$ cat config.mk
export PLATFORM = sky130hd
export DESIGN_NAME = sadc_ctrl
export DESIGN_NICKNAME = d
export VERILOG_FILES = /design/src/hw/sadc_pkg.sv /design/src/hw/sadc_ctrl.sv
export SDC_FILE = /design/constraint.sdc
export NUM_CORES = 1
export LEC_CHECK = 0
export ABC_AREA = 1
export BUFFER_PORTS_ARGS = -buffer_cell sky130_fd_sc_hd__buf_4
export CAP_MARGIN = 20
export CORE_MARGIN = 2
export CORE_UTILIZATION = 50
export CTS_CLUSTER_SIZE = 24
export DETAILED_ROUTE_END_ITERATION = 8
export PLACE_DENSITY = 0.72
export SYNTH_ARGS = -nofsm -noshare
export SYNTH_HDL_FRONTEND = slang
export SYNTH_SLANG_ARGS = --single-unit
$ cat constraint.sdc
create_clock -name sys_clk_i -period 2.3 [get_ports sys_clk_i]
set_clock_uncertainty 0.1 [all_clocks]
set_input_delay 0.345 -clock sys_clk_i [delete_from_list [all_inputs] [get_ports sys_clk_i]]
set_output_delay 0.345 -clock sys_clk_i [all_outputs]
set_load 0.03 [all_outputs]
$ cat src/hw/sadc_pkg.sv
// Purpose: shared constants and types for the converter control block
// Assumes: 8-bit register port, one system clock
// Notes: register offsets are local choices
package sadc_pkg;
  localparam logic [2:0] OFS_CTRL_A = 3'h0;
  localparam logic [2:0] OFS_CTRL_B = 3'h1;
  localparam logic [2:0] OFS_RES_LO = 3'h2;
  localparam logic [2:0] OFS_RES_HI = 3'h3;
  localparam logic [2:0] OFS_IRQ_STAT = 3'h4;
  localparam logic [2:0] OFS_IRQ_MASK = 3'h5;
  localparam logic [2:0] OFS_SETTLE = 3'h6;
  localparam int BIT_START = 7;
  localparam int BIT_BUSY = 6;
  localparam int BIT_EN = 5;
  localparam int BIT_JUST = 4;
  localparam logic [7:0] CTRL_RST = 8'h00;
  localparam logic [7:0] SETTLE_RST = 8'h10;
  localparam logic [4:0] SAMPLE_PERIODS = 5'h04;
  localparam logic [4:0] CONV_PERIODS = 5'h10;
  localparam int RES_W = 12;
  localparam logic [1:0] SRC_EXT = 2'h0;
  localparam logic [1:0] SRC_BANDGAP = 2'h1;
  localparam logic [1:0] SRC_GND = 2'h2;
  typedef enum logic [1:0] {
    ST_IDLE = 2'b00,
    ST_SETTLE = 2'b01,
    ST_READY = 2'b10,
    ST_CONV = 2'b11
  } sadc_state_t;
  typedef struct packed {
    logic [1:0] source;
    logic [3:0] channel;
    logic ext_sel;
    logic ref_ext;
    logic sample;
  } sadc_analog_t;
endpackage

$ cat src/hw/sadc_ctrl.sv
// Purpose: control and result registers around a 12-bit SAR converter core
// Assumes: core returns one serial result bit per conversion clock during conversion
// Notes: one conversion clock tick per divided period
// Notes on behaviour
// - each conversion yields a twelve-bit result, external or internal source
// - justify 0: high byte D11..D4, low byte D3..D0 in upper nibble
// - justify 1: low byte D7..D0, high byte D11..D8 in lower nibble
// - while disabled both result bytes keep their contents
// - a conversion starts only on start bit written high then low
// - busy flag set once a conversion is initiated
// - busy cleared at completion, new result then readable
// - busy flag is read only
// - channel codes 0..11 select an input, 11xx selects none
// - source 001 bandgap, 010..100 ground, others external channel
// - reference code 01 is analog supply, else external reference pin
// - conversion clock is system clock divided by two to the field
// - a pin used as converter input drops its function and pull-up
// - conversions only while enabled, after a settling delay
// - conversion lasts 16 clock periods: 4 sampling, 12 converting
// - completion sets the converter interrupt flag
//
// Added by the designer: the address map and the strobed register port.
`timescale 1ns/1ps
module sadc_ctrl
(
  input wire logic sys_clk_i,
  input wire logic rst_i,
  input wire logic [2:0] addr_i,
  input wire logic [7:0] wdata_i,
  input wire logic wr_i,
  input wire logic rd_i,
  output logic [7:0] rdata_o,
  input wire logic core_bit_i,
  output sadc_pkg::sadc_analog_t analog_o,
  output logic [11:0] pin_analog_o,
  output logic conv_clk_o,
  output logic irq_o
);
  // ==========================================================
  // registers
  logic [7:0] ctrl_a_reg;
  logic [7:0] ctrl_b_reg;
  logic [7:0] settle_reg;
  logic [7:0] res_lo_reg;
  logic [7:0] res_hi_reg;
  logic [11:0] shift_reg;
  logic [1:0] irq_stat_reg;
  logic [1:0] irq_mask_reg;
  logic start_seen_reg;
  logic busy_reg;
  logic [6:0] div_reg;
  logic [4:0] period_reg;
  logic [7:0] settle_cnt_reg;
  sadc_pkg::sadc_state_t state_reg;
  logic tick;
  logic start_fall;
  logic done;
  logic aborted;
  logic conv_en;
  logic [2:0] src_field;

  assign conv_en = ctrl_a_reg[sadc_pkg::BIT_EN];
  assign src_field = ctrl_b_reg[7:5];
  // start completes when software clears a bit that it had set
  assign start_fall = wr_i && addr_i == sadc_pkg::OFS_CTRL_A && start_seen_reg
    && !wdata_i[sadc_pkg::BIT_START];
  // a final tick in the cycle that disables counts as an abort, not a completion
  assign done = conv_en && state_reg == sadc_pkg::ST_CONV && tick
    && period_reg == sadc_pkg::CONV_PERIODS - 5'h01;
  assign aborted = !conv_en && state_reg == sadc_pkg::ST_CONV;

  // ==========================================================
  // conversion clock divider
  function automatic logic div_hit(input logic [6:0] cnt, input logic [2:0] sel);
    logic [7:0] lim;
    lim = (8'h01 << sel) - 8'h01;
    return {1'b0, cnt} >= lim;
  endfunction

  assign tick = div_hit(div_reg, ctrl_b_reg[2:0]);

  always_ff @(posedge sys_clk_i)
  begin
    if (rst_i || tick || !conv_en)
      div_reg <= 7'h00;
    else
      div_reg <= div_reg + 7'h01;
  end

  always_ff @(posedge sys_clk_i)
  begin
    if (rst_i)
      conv_clk_o <= 1'b0;
    else
      conv_clk_o <= conv_en && tick && state_reg == sadc_pkg::ST_CONV;
  end

  // ==========================================================
  // control registers
  always_ff @(posedge sys_clk_i)
  begin
    if (rst_i)
    begin
      ctrl_a_reg <= sadc_pkg::CTRL_RST;
      ctrl_b_reg <= sadc_pkg::CTRL_RST;
      settle_reg <= sadc_pkg::SETTLE_RST;
      irq_mask_reg <= 2'h0;
    end
    else if (wr_i)
    begin
      if (addr_i == sadc_pkg::OFS_CTRL_A)
      begin
        ctrl_a_reg[7] <= wdata_i[7];
        ctrl_a_reg[5:0] <= wdata_i[5:0];
      end
      if (addr_i == sadc_pkg::OFS_CTRL_B)
        ctrl_b_reg <= wdata_i;
      if (addr_i == sadc_pkg::OFS_SETTLE)
        settle_reg <= wdata_i;
      if (addr_i == sadc_pkg::OFS_IRQ_MASK)
        irq_mask_reg <= wdata_i[1:0];
    end
  end

  always_ff @(posedge sys_clk_i)
  begin
    if (rst_i)
      start_seen_reg <= 1'b0;
    else if (wr_i && addr_i == sadc_pkg::OFS_CTRL_A)
      start_seen_reg <= wdata_i[sadc_pkg::BIT_START];
  end

  // ==========================================================
  // sequencer
  always_ff @(posedge sys_clk_i)
  begin
    if (rst_i || !conv_en)
    begin
      state_reg <= sadc_pkg::ST_IDLE;
      settle_cnt_reg <= 8'h00;
      period_reg <= 5'h00;
    end
    else
    begin
      case (state_reg)
        sadc_pkg::ST_IDLE:
        begin
          settle_cnt_reg <= 8'h00;
          state_reg <= sadc_pkg::ST_SETTLE;
        end
        sadc_pkg::ST_SETTLE:
        begin
          settle_cnt_reg <= settle_cnt_reg + 8'h01;
          if (settle_cnt_reg >= settle_reg)
            state_reg <= sadc_pkg::ST_READY;
        end
        sadc_pkg::ST_READY:
        begin
          // starts during settling are dropped; starts while busy too
          if (start_fall)
          begin
            period_reg <= 5'h00;
            state_reg <= sadc_pkg::ST_CONV;
          end
        end
        sadc_pkg::ST_CONV:
        begin
          if (tick)
            period_reg <= period_reg + 5'h01;
          if (done)
            state_reg <= sadc_pkg::ST_READY;
        end
        default:
          state_reg <= sadc_pkg::ST_IDLE;
      endcase
    end
  end

  always_ff @(posedge sys_clk_i)
  begin
    if (rst_i)
      busy_reg <= 1'b0;
    else if (state_reg == sadc_pkg::ST_READY && start_fall && conv_en)
      busy_reg <= 1'b1;
    else if (done || aborted)
      busy_reg <= 1'b0;
  end

  // ==========================================================
  // result capture, serial bits MSB first after sampling
  always_ff @(posedge sys_clk_i)
  begin
    if (rst_i)
      shift_reg <= 12'h000;
    else if (conv_en && state_reg == sadc_pkg::ST_CONV && tick && period_reg >= sadc_pkg::SAMPLE_PERIODS)
      shift_reg <= {shift_reg[10:0], core_bit_i};
  end

  always_ff @(posedge sys_clk_i)
  begin
    if (rst_i)
    begin
      res_lo_reg <= 8'h00;
      res_hi_reg <= 8'h00;
    end
    else if (conv_en && done)
    begin
      // last bit arrives with the final tick
      if (ctrl_a_reg[sadc_pkg::BIT_JUST])
      begin
        res_hi_reg <= {4'h0, shift_reg[10:7]};
        res_lo_reg <= {shift_reg[6:0], core_bit_i};
      end
      else
      begin
        res_hi_reg <= shift_reg[10:3];
        res_lo_reg <= {shift_reg[2:0], core_bit_i, 4'h0};
      end
    end
  end // no write path while disabled

  // ==========================================================
  // interrupts: bit0 done, bit1 aborted; set beats clear
  always_ff @(posedge sys_clk_i)
  begin
    if (rst_i)
      irq_stat_reg <= 2'h0;
    else
      irq_stat_reg <= (irq_stat_reg & ~((wr_i && addr_i == sadc_pkg::OFS_IRQ_STAT) ? wdata_i[1:0] : 2'h0))
        | {aborted, done};
  end

  always_ff @(posedge sys_clk_i)
  begin
    if (rst_i)
      irq_o <= 1'b0;
    else
      irq_o <= |(irq_stat_reg & irq_mask_reg);
  end

  // ==========================================================
  // analog routing
  always_ff @(posedge sys_clk_i)
  begin
    if (rst_i)
    begin
      analog_o <= '0;
      pin_analog_o <= 12'h000;
    end
    else
    begin
      case (src_field)
        3'b001: analog_o.source <= sadc_pkg::SRC_BANDGAP;
        3'b010, 3'b011, 3'b100: analog_o.source <= sadc_pkg::SRC_GND;
        default: analog_o.source <= sadc_pkg::SRC_EXT;
      endcase
      analog_o.channel <= ctrl_a_reg[3:0];
      analog_o.ext_sel <= ctrl_a_reg[3:2] != 2'b11;
      analog_o.ref_ext <= ctrl_b_reg[4:3] != 2'b01;
      analog_o.sample <= state_reg == sadc_pkg::ST_CONV && period_reg < sadc_pkg::SAMPLE_PERIODS;
      // pin takeover removes port function and pull-up
      for (int i = 0; i < 12; i++)
        pin_analog_o[i] <= conv_en && ctrl_a_reg[3:0] == 4'(i);
    end
  end

  // ==========================================================
  // register read port
  always_ff @(posedge sys_clk_i)
  begin
    if (rst_i)
      rdata_o <= 8'h00;
    else if (rd_i)
      case (addr_i)
        sadc_pkg::OFS_CTRL_A: rdata_o <= {ctrl_a_reg[7], busy_reg, ctrl_a_reg[5:0]};
        sadc_pkg::OFS_CTRL_B: rdata_o <= ctrl_b_reg;
        sadc_pkg::OFS_RES_LO: rdata_o <= res_lo_reg;
        sadc_pkg::OFS_RES_HI: rdata_o <= res_hi_reg;
        sadc_pkg::OFS_IRQ_STAT: rdata_o <= {6'h00, irq_stat_reg};
        sadc_pkg::OFS_IRQ_MASK: rdata_o <= {6'h00, irq_mask_reg};
        sadc_pkg::OFS_SETTLE: rdata_o <= settle_reg;
        default: rdata_o <= 8'h00;
      endcase
    else
      rdata_o <= 8'h00;
  end

  // ==========================================================
  // checks
  property p_busy_set;
    @(posedge sys_clk_i) disable iff (rst_i)
    (state_reg == sadc_pkg::ST_READY && start_fall && conv_en) |=> busy_reg;
  endproperty
  a_busy_set: assert property (p_busy_set) else $error("busy not set after start");

  property p_start_only;
    @(posedge sys_clk_i) disable iff (rst_i)
    $rose(busy_reg) |-> $past(start_fall);
  endproperty
  a_start_only: assert property (p_start_only) else $error("busy rose without start sequence");

  property p_sample_open;
    @(posedge sys_clk_i) disable iff (rst_i)
    $rose(busy_reg) |=> analog_o.sample;
  endproperty
  a_sample_open: assert property (p_sample_open) else $error("sampling not opened at start");

  property p_busy_clr;
    @(posedge sys_clk_i) disable iff (rst_i)
    done |=> !busy_reg && irq_stat_reg[0];
  endproperty
  a_busy_clr: assert property (p_busy_clr) else $error("busy or flag wrong at completion");

  property p_hold;
    @(posedge sys_clk_i) disable iff (rst_i)
    !conv_en |=> $stable(res_lo_reg) && $stable(res_hi_reg);
  endproperty
  a_hold: assert property (p_hold) else $error("result changed while disabled");

  property p_just0;
    @(posedge sys_clk_i) disable iff (rst_i)
    !ctrl_a_reg[sadc_pkg::BIT_JUST] && done |=> res_lo_reg[3:0] == 4'h0;
  endproperty
  a_just0: assert property (p_just0) else $error("low nibble not zero");

  property p_just1;
    @(posedge sys_clk_i) disable iff (rst_i)
    ctrl_a_reg[sadc_pkg::BIT_JUST] && done |=> res_hi_reg[7:4] == 4'h0;
  endproperty
  a_just1: assert property (p_just1) else $error("high nibble not zero");

  property p_abort;
    @(posedge sys_clk_i) disable iff (rst_i)
    aborted |=> !busy_reg && state_reg == sadc_pkg::ST_IDLE;
  endproperty
  a_abort: assert property (p_abort) else $error("abort did not clear busy");

  property p_ref;
    @(posedge sys_clk_i) disable iff (rst_i)
    ctrl_b_reg[4:3] == 2'b01 && $stable(ctrl_b_reg) |=> !analog_o.ref_ext;
  endproperty
  a_ref: assert property (p_ref) else $error("reference select wrong");

  property p_irq;
    @(posedge sys_clk_i) disable iff (rst_i)
    (irq_stat_reg & irq_mask_reg) != 2'h0 |=> irq_o;
  endproperty
  a_irq: assert property (p_irq) else $error("interrupt not raised");
endmodule

==> results of run 1 <==
-- cell families after synthesis --
group	after synthesis	synth area share, %
AOI/OAI and AO/OA	159	18.6
xor gates and xnor gates	6	1.15
adders and majority gates	21	5.77
buffers and inverters	86	7.45
DFF	108	47.5
muxes	4	0.880
and+or+nand+nor	190	18.6
-- final cells by class --
type                       instances  share of cell area (%)
clock buffer                       9                    2.28
clock inverter                     7                    1.22
inverter                          70                    5.05
multi-input combinational        380                    39.6
sequential                       108                    39.9
tap                              108                    2.49
timing repair buffer              66                    9.33
timing repair inverter             1                   0.138
-- layer usage --
layer	vias to the layer above	track usage (%)
li1	2040	-
met1	1901	29.7
met2	124	40.7
met5	-	0
met3	15	4.50
met4	0	7.27
-- synth_stat cells, drive strengths merged (5+ instances only) --
cell / count
xor2: 5
ha: 21
nand3: 35
a21oi: 73
clkbuf: 9
buf: 7
nand2: 74
nor2: 68
o21ai: 68
nor3: 8
a211oi: 5
inv: 69
dfxtp: 108
-- path summary, 6_finish.rpt --
check                        to  slack [ns]  cells after the start     startpoint
setup reg to reg  res_lo_reg[3]       -0.07                     15  ctrl_b_reg[1]
setup / recovery  res_lo_reg[3]       -0.07                     15  ctrl_b_reg[1]
hold reg to reg     analog_o[2]        0.37                      1  ctrl_a_reg[2]
hold / removal    ctrl_b_reg[6]        0.11                      3     wdata_i[6]
-- power by group --
group,switching (µW),internal (µW),total [µW],leakage [µW]
logic,175,99.5,275,0.00117
clock network,697,422,1120,0.0000918
registers,13.6,1890,1910,0.000874
-- through the flow --
stage / worst slack [ns] / hold slack, ns / util [%]
after floorplan: 0.0236 / 0.326 / -
after global placement: -0.191 / 0.345 / 58.0
after detailed placement: -0.331 / 0.352 / 58.0
after CTS: -0.0978 / 0.0973 / 61.5
after global routing: -0.220 / 0.0964 / 62.0
final: -0.0664 / 0.111 / 62.0
-- worst reg2reg max path: cells and delay by family (launching register included) --
| kind | cells | cell delay, ns |
|---|---|---|
| AOI/OAI and AO/OA | 3 | 0.32 |
| adders and majority gates | 2 | 0.45 |
| buffers and inverters | 3 | 0.37 |
| DFF | 1 | 0.35 |
| and+or+nand+nor | 7 | 0.68 |
-- timing repair --
action,in CTS,in global routing
hold endpoints to repair,0,0
pin swaps,7,3
setup endpoints to repair,37,44
buffers inserted,3,0
resized for setup,31,15
cloned,1,0
==> reports/metrics.yaml, run 1 <==
setup_path:
  cp.required_ns: 2.48
  cp_num_buf_inv: 3
  crit_chain: "nor2_4, nand2_2, ha_4, a21oi_2, o21ai_1, ha_1, inv_1, nor2_1, nor2_2, nand2_4, nand3_4, clkinvlp_4, buf_4, nand3_1, a21oi_1"
  end_kind: "register"
  worst_ep_arrival_time_ns: 2.54
  crit_path_start_kind: "register"
  crit_family: "simple AND/OR/NAND/NOR gates"
  critPathSlowestCell: "dfxtp_2"
  max_stage_delay_ns: 0.35
  worstSetupPathType: "register to register"
  path_max_fanout: 4
sta:
  setup_slack_ns: -0.0664
  fmaxAchievable_ghz: 0.423
  setup_viol: 17
  finalCritPeriodShare_pct: 103
  tightest_slew_ns: 0.506
  setup_tns_ns: -0.386
  rsz0062_at_grt: "true"
  fin_crit_ns: 2.37
  slew_headroom_pct: 66.1
  hold_violations: 0
  finalMaxSlewViolations: 0
clock_tree:
  htree_levels: 3
  cts_buffers: 9
  cts.sinks: 108
  tritoncts: "done"
  clockBufferDepth: 2
  clockRootBuffer: "clkbuf_8"
  cts_hold_buffers: 0
  insertion_delay_ns: 0.38
  clk_pin_slew_worst_paths_ns: 0.11
detailed_routing:
  avgRoutedWirePerCell_um: 14.9
  route.met2.wl_um: 5450
  via_per_inst: 5.45
  wl_met3_um: 696
  top_layer_used: "met4"
  first_pass_iters: 5
  drc: 0
  ant_nets: 0
  drt-total-wl_um: 11100
  vias: 4080
  wl_met1_um: 4830
  first_iter_violations: 244
power_and_ir_drop:
  total_power_uw: 3300
  p_leak_uw: 0.00213
  ir_worst_vdd_v: 0.000368
  power_density_nw_per_um2: 608
cells_and_area:
  layout_commonest_cell: "dfxtp_1"
  largest_reg_flops: 12
  synthToLayoutAreaGrowth_pct: 19.3
  drive_gt1_share_pct: 18.7
  multi_input_area_um2: 2150
  diodes: 0
  final_cell_mix: "dfxtp_1, a21oi_1, nand2_1, buf_4"
  register_area_um2: 2170
  nets: 673
  layoutNonFillerInstCount: 749
  fillers: 803
  design_area_um2: 5430
floorplan:
  ioPinCount: 47
  dieArea_um2: 9880
  num_rows: 34
  coreArea_um2: 8760
  die_width_um: 99.4
  initial_utilization_pct: 51.9
  die_y_um: 99.4
placement:
  dp_hpwl_um: 8230
  port_buffers: 46
  placed_area_um2: 5080
  place_inst: 729
  gp_routability_congestion: 0.891
synthesis:
  synthTopCellsByArea: "dfxtp_1, a21oi_1, o21ai_0"
  syn_inst: 574
  ys_seq_elements: 108
  yosysSeqAreaShare_pct: 47.5
  syn_area_um2: 4550
  synthDistinctLibCells: 36
  postSynth.topFlopCell: "dfxtp_1"
  synth_top_area_share_pct: 47.5
  synthArstFlopShare_pct: 0
  syn_avg_cell_area_um2: 7.93
  synth_warnings: 0
  yosysTopAreaCell: "dfxtp_1"
  synth_nets: 611
  synth-edff-count: 0
global_routing:
  grt_overflow: 0
  gr-usage-all-layers_pct: 23.5
  grt_pass1_wl_um: 18600
  first_global_vias: 3917
  antenna_found_initial: 0
  grt_max_degree: 43
hold_path:
  hold_class: "primary input to register"
run_status:
  status: "finished, violations left"
  violations: "setup timing"
flow_run:
  maxCapViolCount: 0
Note: power is estimated with default switching activity, not from simulation.
==> inputs of run 2 (changes only) <==
--- a/config.mk
+++ b/config.mk
@@ -5,7 +5,7 @@
 export SDC_FILE = /design/constraint.sdc
 export NUM_CORES = 1
 export LEC_CHECK = 0
-export ABC_AREA = 1
+export ABC_AREA = 0
 export BUFFER_PORTS_ARGS = -buffer_cell sky130_fd_sc_hd__buf_4
 export CAP_MARGIN = 20
 export CORE_MARGIN = 2
==> run 2 against run 1 <==
Clock power about the same. The run still ends with setup timing left. Critical endpoint is now period_reg[3]. Final area increased by 6.2%. Sequential power about the same. Combinational power decreased by 21%. Routed wire length increased by 7.8%. Final cell count decreased by 3.6%. Register-to-register slack got worse by 0.65 ns. Critical path depth decreased by 4. Sequential share of layout area decreased by 2.4 points.
==> reports/metrics.yaml, run 2 <==
floorplan:
  die_y_um: 102  # +2.7%
  initial_utilization_pct: 51.8  # -0.12 points
  die_width_um: 102  # +2.7%
  coreArea_um2: 9280  # +5.9%
  num_rows: 35  # +2.9%
  dieArea_um2: 10400  # +5.5%
  ioPinCount: 47  # unchanged
sta:
  fin_crit_ns: 3.02  # +0.653 ns
  hold_violations: 0  # unchanged
  setup_slack_ns: -0.719  # -0.653 ns
  finalMaxSlewViolations: 0  # unchanged
  finalCritPeriodShare_pct: 131  # +28 points
  setup_viol: 43  # +26
  rsz0062_at_grt: "true"
  tightest_slew_ns: 0.638  # +0.132 ns
  slew_headroom_pct: 57.5  # -8.7 points
  fmaxAchievable_ghz: 0.331  # -22%
synthesis:
  synth_commonest_cells: "dfxtp_1, nand2_1, a21oi_1"
  synth_nets: 573  # -6.2%
  synth_warnings: 0  # unchanged
  ys_seq_elements: 108  # unchanged
  synth_top_area_share_pct: 44.9  # -2.6 points
  synthDistinctLibCells: 48  # +33%
  synth-edff-count: 0  # unchanged
  synthArstFlopShare_pct: 0  # unchanged
  yosysSeqAreaShare_pct: 44.9  # -2.6 points
  postSynth.topFlopCell: "dfxtp_1"
  syn_area_um2: 4810  # +5.7%
  syn_avg_cell_area_um2: 8.98  # +13%
  synth.most_common_cell: "dfxtp_1"
  synthTopCellsByArea: "dfxtp_1, a21oi_1, ha_1"
  syn_inst: 536  # -6.6%
  yosysTopAreaCell: "dfxtp_1"
detailed_routing:
  drc: 0  # unchanged
  wl_met1_um: 5140  # +6.5%
  top_layer_used: "met4"
  route.met2.wl_um: 5910  # +8.3%
  ant_nets: 0  # unchanged
  first_iter_violations: 265  # +8.6%
  via_per_inst: 5.65  # +3.6%
  wl_met3_um: 778  # +12%
  vias: 4076  # -0.098%
  first_pass_iters: 5  # unchanged
  avgRoutedWirePerCell_um: 16.6  # +12%
  drt-total-wl_um: 12000  # +7.8%
run_status:
  status: "finished, violations left"
  violations: "setup timing"
hold_path:
  hold_class: "primary input to register"
  min_to: "settle_reg[4]"
  min_path_cells: 2  # -1
  min_from: "wdata_i[4]"
clock_tree:
  insertion_delay_ns: 0.37  # about the same
  cts_hold_buffers: 0  # unchanged
  clockBufferDepth: 2  # unchanged
  htree_levels: 3  # unchanged
  clk_pin_slew_worst_paths_ns: 0.11  # about the same
  tritoncts: "done"
  cts_setup_buffers: 0  # -3
  cts_buffers: 9  # unchanged
  cts.sinks: 108  # unchanged
  clockRootBuffer: "clkbuf_8"
setup_path:
  r2r_slack_ns: -0.72  # -0.65 ns
  crit_path_start_kind: "register"
  r2r-start: "ctrl_b_reg[1]"
  cp_num_buf_inv: 0  # -3
  worstSetupPathType: "register to register"
  critPathSlowestCell: "or3b_4"
  rr_endpoint: "period_reg[3]"
  end_kind: "register"
  path_max_fanout: 6  # +2
  crit_chain: "or3_4, ha_4, xor2_1, nor2_1, a21oi_1, ha_1, and3_4, or3b_4, a21o_1, or3_1, a21oi_2"
  reg2reg_depth: 11  # -4
  cp.required_ns: 2.51  # +0.03 ns
  max_stage_delay_ns: 0.40  # +0.05 ns
  crit_family: "simple AND/OR/NAND/NOR gates"
  worst_ep_arrival_time_ns: 3.23  # +0.69 ns
global_routing:
  grt_max_degree: 36  # -16%
  grt_overflow: 0  # unchanged
  first_global_vias: 3872  # -1.1%
  antenna_found_initial: 0  # unchanged
  grt_pass1_wl_um: 19300  # +3.9%
  gr-usage-all-layers_pct: 23.8  # +0.34 points
cells_and_area:
  diodes: 0  # unchanged
  largest_reg_flops: 12  # unchanged
  layout_commonest_cell: "dfxtp_1"
  design_area_um2: 5760  # +6.2%
  drive_gt1_share_pct: 21.4  # +2.7 points
  nets: 625  # -7.1%
  fin_util_pct: 62.1  # +0.14 points
  final_cell_mix: "dfxtp_1, buf_4, nand2_1, a21oi_1, nor2_1"
  synthToLayoutAreaGrowth_pct: 19.8
power_and_ir_drop:
  ir_worst_vdd_v: 0.000297  # -19%
  power_density_nw_per_um2: 562  # -7.4%
  p_leak_uw: 0.00210  # -1.4%
placement:
  gp_routability_congestion: 0.898  # +0.75%
  placed_area_um2: 5460  # +7.4%
  dp_hpwl_um: 8700  # +5.7%
  port_buffers: 46  # unchanged
flow_run:
  maxCapViolCount: 0  # unchanged
==> run 2: changes by cell type in the layout (fill, tap and decap cells not counted), moves of 11 or more <==
cell,previous run,this run
nor2_1,62,41
a21oi_1,71,56
inv_1,62,17
nor2b_1,0,11
o21ai_0,56,7
mux2i_1,4,24
nand2b_1,0,22
==> run 2: cell type report <==
cell class,instances,area (µm²)
fill,815,3520
multi-input combinational,380,2610
sequential,108,2160
timing repair buffer,72,569
tap,129,161
clock buffer,9,124
clock inverter,7,70.1
inverter,17,63.8
==> run 2: power by group <==
| group | internal, µW | leakage [µW] | switching (µW) |
|---|---|---|---|
| combinational | 94.6 | 0.00114 | 123 |
| clock | 423 | 0.0000951 | 704 |
| sequential | 1880 | 0.000872 | 13.9 |
==> run 2: worst max path at each step <==
stage | from | to | slack, ns | depth (start not counted)
final | ctrl_b_reg[1] | period_reg[3] | -0.72 | 11
after global routing | ctrl_b_reg[1] | busy_reg | -0.84 | 12
after CTS | ctrl_b_reg[1] | period_reg[3] | -0.68 | 11
after detailed placement | ctrl_b_reg[2] | period_reg[3] | -0.74 | 13
after global placement | ctrl_b_reg[1] | res_hi_reg[0] | -0.61 | 12
after floorplan | ctrl_b_reg[1] | shift_reg[0] | -0.89 | 14
==> run 2: logic make-up (layout without fill, tap and decap cells) <==
family	Yosys count	after routing	share of synthesized area [%]
and+or+nand+nor	205	207	21.6
buffers and inverters	50	105	4.03
xor gates and xnor gates	13	13	2.37
muxes	33	33	8.74
adders and majority gates	21	21	5.46
DFF	108	108	44.9
AOI/OAI and AO/OA	106	106	12.8
==> run 2: repair_timing <==
action | in CTS | in global routing
setup endpoints to repair | 43 | 43
pin swaps | 11 | 6
resized for setup | 22 | 7
gates cloned | 2 | 0
==> run 2: stage by stage <==
stage          TNS, ns  std cells  hold slack [ns]  total power [µW]  setup slack (ns)
3_3_place_gp    -22.68        704            0.341              2140            -0.614
6_report        -26.03        722           0.0974              3240            -0.719
3_5_place_dp    -27.03        704            0.350              2150            -0.735
4_1_cts         -25.08        722           0.0893              3250            -0.680
5_1_grt         -31.82        722           0.0864              3350            -0.837
2_1_floorplan   -29.89        536            0.324              2070            -0.891
==> run 2: metal layers <==
metal | GRT usage, % | vias up
met5 | 0 | -
met4 | 6.56 | 0
met3 | 5.13 | 21
met2 | 40.4 | 124
met1 | 30.9 | 1952
li1 | - | 1979
